**config.mk**
```make
export PLATFORM = sky130hd
export DESIGN_NAME = cac_top
export DESIGN_NICKNAME = d
export VERILOG_FILES = /design/src/cac_pkg.sv /design/src/cac_meas_engine.sv /design/src/cac_top.sv
export SDC_FILE = /design/constraint.sdc
export NUM_CORES = 2
export LEC_CHECK = 0
export BUFFER_PORTS_ARGS = -buffer_cell sky130_fd_sc_hd__buf_2
export CAP_MARGIN = 20
export CELL_PAD_IN_SITES_DETAIL_PLACEMENT = 1
export CELL_PAD_IN_SITES_GLOBAL_PLACEMENT = 1
export CORE_ASPECT_RATIO = 1.2
export CORE_UTILIZATION = 41
export DETAILED_ROUTE_END_ITERATION = 12
export HOLD_SLACK_MARGIN = 0.12
export PLACE_DENSITY = 0.86
export SLEW_MARGIN = 20
export SYNTH_ARGS = -nofsm -noshare
export SYNTH_HDL_FRONTEND = slang
export SYNTH_SLANG_ARGS = --single-unit
```
**constraint.sdc**
```tcl
create_clock -name sys_clk -period 2 [get_ports sys_clk]
set_input_delay 0.2 -clock sys_clk [delete_from_list [all_inputs] [get_ports sys_clk]]
set_output_delay 0.2 -clock sys_clk [all_outputs]
set_load 0.01 [all_outputs]
```
**src/cac_pkg.sv**
```systemverilog
// Shared constants and types for the current converter control block
package cac_pkg;

   // Setup register: width, reset value and field layout
   localparam int          SETUP_BITS     = 12;
   localparam logic [11:0] SETUP_RESET    = 12'h0F00;
   localparam logic [3:0]  SETUP_LAST_BIT = 4'hB;

   typedef struct packed {
      logic [2:0] range_code;   // Bits 11..9, full-scale range
      logic       wide_words;   // Bit 8, 1 = 20-bit words
      logic       fast_grade;   // Bit 7, speed grade
      logic       quarter_div;  // Bit 6, system clock divide by 4
      logic [4:0] must_be_zero; // Bits 5..1
      logic       zero_test;    // Bit 0, inputs disconnected
   } cac_setup_t;

   // Result word widths
   localparam int WORD_WIDE   = 20;
   localparam int WORD_NARROW = 16;

   // Internal clock divider
   localparam logic [1:0] DIV_LAST = 2'h3;

   // Timing in internal clock periods
   localparam int          CMDR_PERIODS       = 1382;
   localparam int          MRAZ_LOW_PERIODS   = 1552;
   localparam int          MRAZ_FAST_PERIODS  = 1612;
   localparam int          CNT_BITS           = 11;
   localparam logic [10:0] CONT_READY_DELAY   = CNT_BITS'(CMDR_PERIODS);
   localparam logic [10:0] MRAZ_LOW_CYCLES    = CNT_BITS'(MRAZ_LOW_PERIODS);
   localparam logic [10:0] MRAZ_FAST_CYCLES   = CNT_BITS'(MRAZ_FAST_PERIODS);
   localparam logic [10:0] CNT_ZERO           = 11'h000;
   localparam logic [10:0] CNT_ONE            = 11'h001;

   // Pin synchroniser lanes
   localparam int PIN_LANES  = 6;
   localparam int LANE_RST_N = 0;
   localparam int LANE_TOG   = 1;
   localparam int LANE_RDCLK = 2;
   localparam int LANE_CHAIN = 3;
   localparam int LANE_CFGD  = 4;
   localparam int LANE_CFGC  = 5;

   // Integrate/measure controller states
   typedef enum logic [1:0] {
      ST_CONT    = 2'b00,
      ST_NCONT   = 2'b01,
      ST_PREPARE = 2'b10
   } cac_state_t;

endpackage

```
**src/cac_meas_engine.sv**
```systemverilog
// Integrate/measure sequencing and result-ready timing
`timescale 1ns/1ps
module cac_meas_engine
   import cac_pkg::*;
(
   input  wire logic   sys_clk,
   input  wire logic   rst,
   input  wire logic   tick,
   input  wire logic   toggle_change,
   input  wire logic   fast_grade,
   output logic        measure_busy,
   output logic        continuous_mode,
   output logic        results_done
);

   cac_state_t         state_ff;
   cac_state_t         nxt_state;
   logic [10:0]        busy_cnt_ff;
   logic [10:0]        nxt_busy_cnt;
   logic [10:0]        ready_cnt_ff;
   logic [10:0]        nxt_ready_cnt;
   logic               done_ff;
   logic               nxt_done;
   logic [10:0]        mraz_len;

   // Cycle length follows the speed grade the host wrote
   assign mraz_len = fast_grade ? MRAZ_FAST_CYCLES : MRAZ_LOW_CYCLES;

   // Next-state: counters run on internal ticks, toggles start cycles
   always_comb begin
      nxt_state     = state_ff;
      nxt_busy_cnt  = busy_cnt_ff;
      nxt_ready_cnt = ready_cnt_ff;
      nxt_done      = 1'b0;
      if (tick && busy_cnt_ff != CNT_ZERO) begin
         nxt_busy_cnt = busy_cnt_ff - CNT_ONE;
      end
      if (tick && ready_cnt_ff != CNT_ZERO) begin
         nxt_ready_cnt = ready_cnt_ff - CNT_ONE;
         nxt_done      = (ready_cnt_ff == CNT_ONE);
      end
      unique case (state_ff)
         ST_CONT: begin
            if (toggle_change) begin
               if (busy_cnt_ff != CNT_ZERO) begin
                  nxt_state = ST_NCONT;
               end else begin
                  nxt_busy_cnt  = mraz_len;
                  nxt_ready_cnt = CONT_READY_DELAY;
               end
            end
         end
         ST_NCONT: begin
            // Integration halted until digitising catches up
            if (busy_cnt_ff == CNT_ZERO) begin
               nxt_state = ST_PREPARE;
            end
         end
         ST_PREPARE: begin
            if (tick) begin
               nxt_state     = ST_CONT;
               nxt_busy_cnt  = mraz_len;
               nxt_ready_cnt = CONT_READY_DELAY;
            end
         end
         default: begin
            nxt_state = ST_NCONT;
         end
      endcase
   end

   // Registers; power-up sits in the noncontinuous state
   always_ff @(posedge sys_clk) begin
      if (rst) begin
         state_ff     <= ST_NCONT;
         busy_cnt_ff  <= CNT_ZERO;
         ready_cnt_ff <= CNT_ZERO;
         done_ff      <= 1'b0;
      end else begin
         state_ff     <= nxt_state;
         busy_cnt_ff  <= nxt_busy_cnt;
         ready_cnt_ff <= nxt_ready_cnt;
         done_ff      <= nxt_done;
      end
   end

   assign measure_busy    = (busy_cnt_ff != CNT_ZERO);
   assign continuous_mode = (state_ff == ST_CONT);
   assign results_done    = done_ff;

endmodule

```
**src/cac_top.sv**
```systemverilog
// Setup register, result readout port and converter timing control
`timescale 1ns/1ps
//
// Overview of operation
// - Bits 11..9 select full-scale range, default 111
// - Bit 8 selects 16 or 20 bit words
// - Bit 6 divides system clock by four
// - Bit 0 disconnects inputs for zero test
// - Readout runs independently of conversion timing
// - Ready flag low when results available
// - Ready flag timed from free-running divided clock
// - Low reset input resets the device
// - Each cycle digitises and resets integrators
// - Idle converter at toggle means continuous mode
// - Busy converter at toggle means noncontinuous mode
// - Setup reached only via configuration pins
// - Twelve bits, MSB first, falling clock edge
// - Ready stays low until readout clock pulses
// - Ready falls 1382 periods after toggle in continuous mode
module cac_top
   import cac_pkg::*;
#(
   parameter int CHANNELS = 32
)
(
   input  wire logic                           sys_clk,
   input  wire logic                           rst,
   input  wire logic                           device_reset_n,
   input  wire logic                           integrate_side_toggle,
   input  wire logic                           readout_shift_clock,
   input  wire logic                           chain_data_in,
   input  wire logic                           setup_data_in,
   input  wire logic                           setup_shift_clock,
   input  wire logic [CHANNELS*WORD_WIDE-1:0]  integrate_side_toggle_results,
   output logic                                result_ready_n,
   output logic                                serial_data_out,
   output logic [2:0]                          range_select,
   output logic                                wide_words,
   output logic                                fast_grade,
   output logic                                inputs_disconnect,
   output logic                                internal_tick,
   output logic                                continuous_mode,
   output logic                                measure_busy
);

   localparam int FRAME = CHANNELS * WORD_WIDE;

   logic [PIN_LANES-1:0]  sync_a_ff;
   logic [PIN_LANES-1:0]  sync_b_ff;
   logic [PIN_LANES-1:0]  prev_ff;
   logic                  dev_rst;
   logic                  tog_change;
   logic                  rd_rise;
   logic                  rd_fall;
   logic                  cfg_fall;
   logic [1:0]            div_ff;
   logic [1:0]            nxt_div;
   logic                  tick;
   cac_setup_t            setup_ff;
   cac_setup_t            nxt_setup;
   logic [11:0]           cfg_shift_ff;
   logic [11:0]           nxt_cfg_shift;
   logic [3:0]            cfg_count_ff;
   logic [3:0]            nxt_cfg_count;
   logic [FRAME-1:0]      frame_ff;
   logic [FRAME-1:0]      nxt_frame;
   logic [FRAME-1:0]      frame_narrow;
   logic                  ready_n_ff;
   logic                  nxt_ready_n;
   logic                  seen_high_ff;
   logic                  nxt_seen_high;
   logic                  results_done;

   // Two-stage synchronisers on every pin input
   always_ff @(posedge sys_clk) begin
      if (rst) begin
         sync_a_ff <= '0;
         sync_b_ff <= '0;
         prev_ff   <= '0;
      end else begin
         sync_a_ff <= {setup_shift_clock, setup_data_in, chain_data_in,
                       readout_shift_clock, integrate_side_toggle, device_reset_n};
         sync_b_ff <= sync_a_ff;
         prev_ff   <= sync_b_ff;
      end
   end

   // Device reset held while pin is low; pin is asynchronous to us
   assign dev_rst    = rst | ~sync_b_ff[LANE_RST_N];
   assign tog_change = sync_b_ff[LANE_TOG] ^ prev_ff[LANE_TOG];
   assign rd_rise    = sync_b_ff[LANE_RDCLK] & ~prev_ff[LANE_RDCLK];
   assign rd_fall    = ~sync_b_ff[LANE_RDCLK] & prev_ff[LANE_RDCLK];
   assign cfg_fall   = ~sync_b_ff[LANE_CFGC] & prev_ff[LANE_CFGC];

   // Divider phase survives device reset, so its phase to the toggle is arbitrary
   always_comb begin
      nxt_div = div_ff + 2'h1;
   end

   always_ff @(posedge sys_clk) begin
      if (rst) begin
         div_ff <= '0;
      end else begin
         div_ff <= nxt_div;
      end
   end

   assign tick = setup_ff.quarter_div ? (div_ff == DIV_LAST) : 1'b1;

   // Setup shift: bits taken on falling shift clock, committed after all twelve
   always_comb begin
      nxt_setup     = setup_ff;
      nxt_cfg_shift = cfg_shift_ff;
      nxt_cfg_count = cfg_count_ff;
      if (cfg_fall && cfg_count_ff <= SETUP_LAST_BIT) begin
         nxt_cfg_shift = {cfg_shift_ff[10:0], sync_b_ff[LANE_CFGD]};
         nxt_cfg_count = cfg_count_ff + 4'h1;
         // Partial writes never reach the live setup
         if (cfg_count_ff == SETUP_LAST_BIT) begin
            nxt_setup = cac_setup_t'({cfg_shift_ff[10:0], sync_b_ff[LANE_CFGD]});
         end
      end
   end

   // Count restarts on each device reset; setup keeps its value across it
   always_ff @(posedge sys_clk) begin
      if (rst) begin
         setup_ff     <= cac_setup_t'(SETUP_RESET);
         cfg_shift_ff <= '0;
         cfg_count_ff <= '0;
      end else if (dev_rst) begin
         setup_ff     <= setup_ff;
         cfg_shift_ff <= '0;
         cfg_count_ff <= '0;
      end else begin
         setup_ff     <= nxt_setup;
         cfg_shift_ff <= nxt_cfg_shift;
         cfg_count_ff <= nxt_cfg_count;
      end
   end

   assign range_select      = setup_ff.range_code;
   assign wide_words        = setup_ff.wide_words;
   assign fast_grade        = setup_ff.fast_grade;
   assign inputs_disconnect = setup_ff.zero_test;
   assign internal_tick     = tick;

   cac_meas_engine u_engine (
      .sys_clk         (sys_clk),
      .rst             (dev_rst),
      .tick            (tick),
      .toggle_change   (tog_change),
      .fast_grade      (setup_ff.fast_grade),
      .measure_busy    (measure_busy),
      .continuous_mode (continuous_mode),
      .results_done    (results_done)
   );

   // Narrow frame: top 16 bits of each word, channel 0 sent first
   genvar gi;
   generate
      for (gi = 0; gi < CHANNELS; gi++) begin : g_pack
         assign frame_narrow[FRAME-1-gi*WORD_NARROW -: WORD_NARROW] =
            integrate_side_toggle_results[gi*WORD_WIDE+WORD_WIDE-1 -: WORD_NARROW];
      end
      assign frame_narrow[FRAME-CHANNELS*WORD_NARROW-1:0] = '0;
   endgenerate

   // Readout: load on results, shift on readout clock rise, chain fills behind
   always_comb begin
      nxt_frame     = frame_ff;
      nxt_ready_n   = ready_n_ff;
      nxt_seen_high = seen_high_ff;
      if (rd_rise) begin
         nxt_frame = {frame_ff[FRAME-2:0], sync_b_ff[LANE_CHAIN]};
         if (!ready_n_ff) begin
            nxt_seen_high = 1'b1;
         end
      end
      if (rd_fall && seen_high_ff) begin
         nxt_ready_n   = 1'b1;
         nxt_seen_high = 1'b0;
      end
      // New results win over a clearing pulse in the same cycle
      if (results_done) begin
         nxt_frame     = setup_ff.wide_words ? integrate_side_toggle_results : frame_narrow;
         nxt_ready_n   = 1'b0;
         nxt_seen_high = 1'b0;
      end
   end

   always_ff @(posedge sys_clk) begin
      if (dev_rst) begin
         frame_ff     <= '0;
         ready_n_ff   <= 1'b1;
         seen_high_ff <= 1'b0;
      end else begin
         frame_ff     <= nxt_frame;
         ready_n_ff   <= nxt_ready_n;
         seen_high_ff <= nxt_seen_high;
      end
   end

   assign result_ready_n  = ready_n_ff;
   assign serial_data_out = frame_ff[FRAME-1];

endmodule

```
==> flow_summary.ini, run 1 <==
[yosys]
synth_edf_count = 0
syn-instance-count = 4355
synth-seq-cells = 706
syn-cell-area_um2 = 35200
synth-seq-area-share = 0.401
syn_avg_cell_area_um2 = 8.08
yosysWarnings = 0
yosys.cell_types.count = 50
synthFlopType = dfxtp_1
synth_nets = 5014
async_flop_share = 0

[grt]
grt_max_degree = 135
grt-ovfl-total = 11
grt_usage = 0.594
antenna_found_initial = 78

[floorplanning]
io_pins = 659
die_y_um = 323
rows = 117
start_util = 0.415
dieWidth_um = 269

[status]
run_status = stopped before the end
haltStage = global routing
error = [ERROR GRT-0232] Routing congestion too high. Check the congestion heatmap in the GUI.

[timing]
worstEndpointGrtRepair = measure_busy
worstEpCategory = top-level output

[placement]
dp_hpwl_mm = 98.4
pre_cts_ws_ns = 0.0115
place_inst = 5871
portBuffers = 658
gp_congestion = 0.958

[clocking]
cts-root-buf = clkbuf_16
clock_sinks = 706
cts.htree.levels = 3
clock_path_buffers = 3
cts_buffers = 77
[synthesized netlist by cell type (3+ instances only)]
master,n,area share
nand2_1,1054,0.11
dfxtp_1,706,0.40
mux2i_1,531,0.15
a21oi_1,526,0.075
o211ai_1,515,0.11
clkbuf_1,288,0.031
nor2_1,166,0.018
nor3_1,142,0.020
a221oi_1,128,0.032
buf_2,101,0.014
buf_1,40,0.0043
o21ai_0,24,0.0034
inv_1,17,0.0018
nor2b_1,17,0.0030
a31oi_1,13,0.0023
ha_1,11,0.0039
nand3_1,10,0.0014
a211o_1,7,0.0017
xnor2_1,6,0.0015
buf_4,4,0.00085
a21o_1,3,0.00064
and2_1,3,0.00053
nand3b_1,3,0.00064
nor3b_1,3,0.00064
o31ai_1,3,0.00064
[stage by stage]
| stage | hold WS (ns) | instance area, um2 | utilization |
|---|---|---|---|
| after CTS | 0.121 | 49500 | 0.584 |
| after floorplan | 0.272 | 35200 | - |
| after global placement | 0.406 | 40200 | 0.474 |
| after detailed placement | 0.419 | 40200 | 0.474 |
[layer usage]
layer  track usage  GRT overflow
met5         0.103             0
met4         0.623             6
met3         0.358             0
met2         0.824             5
met1         0.585             0
[timing repair]
action | in CTS
buffers inserted | 7
hold buffers | 630
endpoints found under the hold margin | 632
gates cloned | 1
setup endpoints to repair | 4
pin swaps | 2
gates resized for setup | 17
[logic make-up after synthesis]
logic type,count (synthesis),share of synthesized area
xor+xnor,7,0.00174
mux,531,0.151
buf+inv,452,0.0522
flops,706,0.401
compound gates,1230,0.228
fa+ha+maj,11,0.00391
simple gates,1418,0.162
==> run 2: changes to the inputs <==
- CELL_PAD_IN_SITES_DETAIL_PLACEMENT: 1 -> unset
- CELL_PAD_IN_SITES_GLOBAL_PLACEMENT: 1 -> unset
- CORE_ASPECT_RATIO: 1.2 -> unset
- CORE_UTILIZATION: 41 -> 40
- HOLD_SLACK_MARGIN: 0.12 -> unset
- PLACE_DENSITY: 0.86 -> unset
- PLACE_DENSITY_LB_ADDON: unset -> 0.15
==> flow_summary.ini, run 2 <==
[floorplanning]
core_area_um2 = 87000
io_pins = 659
rows = 108
dieWidth_um = 299
die_y_um = 299
start_util = 0.405
dieArea_um2 = 89200

[clocking]
clock_sinks = 706
clock_latency_ns = 0.63
cts_buffers = 80
clk_pin_slew_ns = 0.05
cts-root-buf = clkbuf_16
clock_path_buffers = 3
cts.htree.levels = 3
tritoncts = done

[worst_hold_path]
min-delay-path-class = in -> reg

[timing]
maxSlewViolCount = 0
max_freq_mhz = 512
setup_viol_count_final = 0
tightest_slew_ns = 1.01
relSlewSlack = 0.327
setup_ws_ns = 0.0456
rsz0062_at_grt = true
holdWs_ns = 0.0229
clock_skew_ns = 0.0360
hold_viol = 0
period_needed_ns = 1.95
fin_crit_sh = 0.977

[setup_path]
path_cells = inv_2 -> ha_4 -> nor4b_4 -> and3_4 -> inv_6 -> buf_6
crit_slowest_cell = dfxtp_2
crit_path_end_kind = primary output
worstPathRequired_ns = 1.80
worst_ep_arrival_time_ns = 1.75
critPathMaxStageDelay_ns = 0.33
critPathMaxFanout = 3
crit_type = reg -> out
worstSetupStartpointType = flip-flop

[yosys]
synthFlopType = dfxtp_1
syn-instance-count = 4355
synthTopCellsByArea = dfxtp_1 (40%), mux2i_1 (15%), nand2_1 (11%), o211ai_1 (11%), a21oi_1 (7.5%)
synth_top_area_cell = dfxtp_1
syn-cell-area_um2 = 35200
synth_edf_count = 0
synth-seq-cells = 706
synthTopCellsByCount = nand2_1 (1054), dfxtp_1 (706), mux2i_1 (531)
async_flop_share = 0
synth_nets = 5014
synth_top_area_share = 0.401
syn_avg_cell_area_um2 = 8.08
yosysWarnings = 0
synth.most_common_cell = nand2_1
yosys.cell_types.count = 50
synth-seq-area-share = 0.401

[status]
run_status = complete, no violations

[placement]
pre_cts_ws_ns = 0.0686
place_area_um2 = 40000
gp_congestion = 0.944
portBuffers = 658
dp_hpwl_mm = 91.9

[routing]
num_vias = 34300
drc = 0
ant_nets = 0
drtIter0Drc = 2749
first_pass_iters = 6
drt-total-wl_mm = 129
vias_per_cell = 5.54
post_drt_wl_per_cell_um = 20.8

[job]
maxCapViolCount = 0

[layout]
areaGrowthSynthToFinish_pct = 26.3
post_route_cells_drive_above_1_share = 0.192
finalNetCount = 5625
top_register = frame_ff
largest_reg_flops = 640
finalInstanceArea_um2 = 44500
fill_cells = 8516
final_cell_mix = nand2_1 (1053), dfxtp_1 (702), buf_2 (657)
mostFrequentLayoutCell = nand2_1

[grt]
grt_usage = 0.276
grt_pass1_vias = 31900
grt_max_degree = 194
antenna_found_initial = 18
grt_first_pass_wirelength_mm = 193
grt-ovfl-total = 0

[power_and_ir_drop]
ir_worst_vdd_v = 0.000664
p_leak_uw = 0.0181
p_per_area_nw_per_um2 = 748
p_switching_uw = 8640
internal_power_uw = 24600
power_frac_clock = 0.452
seqPwrFrac = 0.428
p_sw_frac = 0.260
combPwrFrac = 0.120
-- run 2: stage by stage --
step	util	setup TNS, ns	power, uW	std cells
2_1_floorplan	-	0	16200	4355
3_3_place_gp	0.460	0	18100	5873
3_5_place_dp	0.460	0	18100	5873
4_1_cts	0.509	0	33500	6177
5_1_grt	0.511	-0.0423	34400	6187
6_report	0.511	0	33200	6192
-- run 2: layout make-up --
| type | instances | area [um2] | area share |
|---|---|---|---|
| Inverter | 19 | 78.8 | 0.00177 |
| Tap cell | 1155 | 1450 | 0.0325 |
| Clock inverter | 27 | 312 | 0.00701 |
| Antenna cell | 9 | 22.5 | 0.000507 |
| Multi-Input combinational cell | 3197 | 19300 | 0.434 |
| Sequential cell | 706 | 14100 | 0.318 |
| Clock buffer | 117 | 2370 | 0.0534 |
| Timing Repair Buffer | 962 | 6780 | 0.153 |
-- run 2: worst max-delay path: cells and delay by family (launching register included) --
| kind | cells | cell delay (ns) |
|---|---|---|
| flops | 1 | 0.33 |
| fa+ha+maj | 1 | 0.13 |
| buf+inv | 3 | 0.23 |
| simple gates | 2 | 0.45 |
-- run 2: path summary, 6_finish.rpt --
path,start,end,slack (ns),cells after the start
setup / recovery,u_engine.busy_cnt_ff[1],measure_busy,0.05,6
hold / removal,integrate_side_toggle_results[114],frame_ff[114],0.02,3
setup reg to reg,u_engine.busy_cnt_ff[1],u_engine.busy_cnt_ff[4],0.10,8
hold reg to reg,div_ff[0],div_ff[0],0.42,1
-- run 2: power by group through the flow --
stage               combinational [uW]  clock, uW  sequential [uW]
floorplan                         1730          0            14500
global placement                  3550          0            14500
detailed placement                3530          0            14500
CTS                               3910      15300            14200
global route                      4270      15900            14200
finish                            4000      15000            14200
-- run 2: timing repair --
| item | CTS | global route |
|---|---|---|
| gates resized for setup | 12 | 6 |
| setup buffers | 7 | 5 |
| setup endpoints to repair | 1 | 12 |
| hold endpoints to repair | 154 | 0 |
| hold buffers | 153 | 0 |
| gates cloned | 0 | 2 |
| pin swaps | 2 | 4 |
-- run 2: routing by layer --
metal / part of all wire / wire length, um / GRT usage / vias to the layer above
li1: - / - / - / 16800
met1: 0.45 / 58100 / 0.383 / 16100
met2: 0.45 / 58300 / 0.431 / 1110
met3: 0.063 / 8130 / 0.0421 / 228
met4: 0.034 / 4400 / 0.103 / 12
met5: 0.00057 / 74 / 0 / -
-- run 2: kinds of logic after synthesis --
| group | share of synthesized area |
|---|---|
| simple gates | 0.162 |
| mux | 0.151 |
| xor+xnor | 0.00174 |
| flops | 0.401 |
| compound gates | 0.228 |
| fa+ha+maj | 0.00391 |
| buf+inv | 0.0522 |
(Power assumes the default switching activity.)
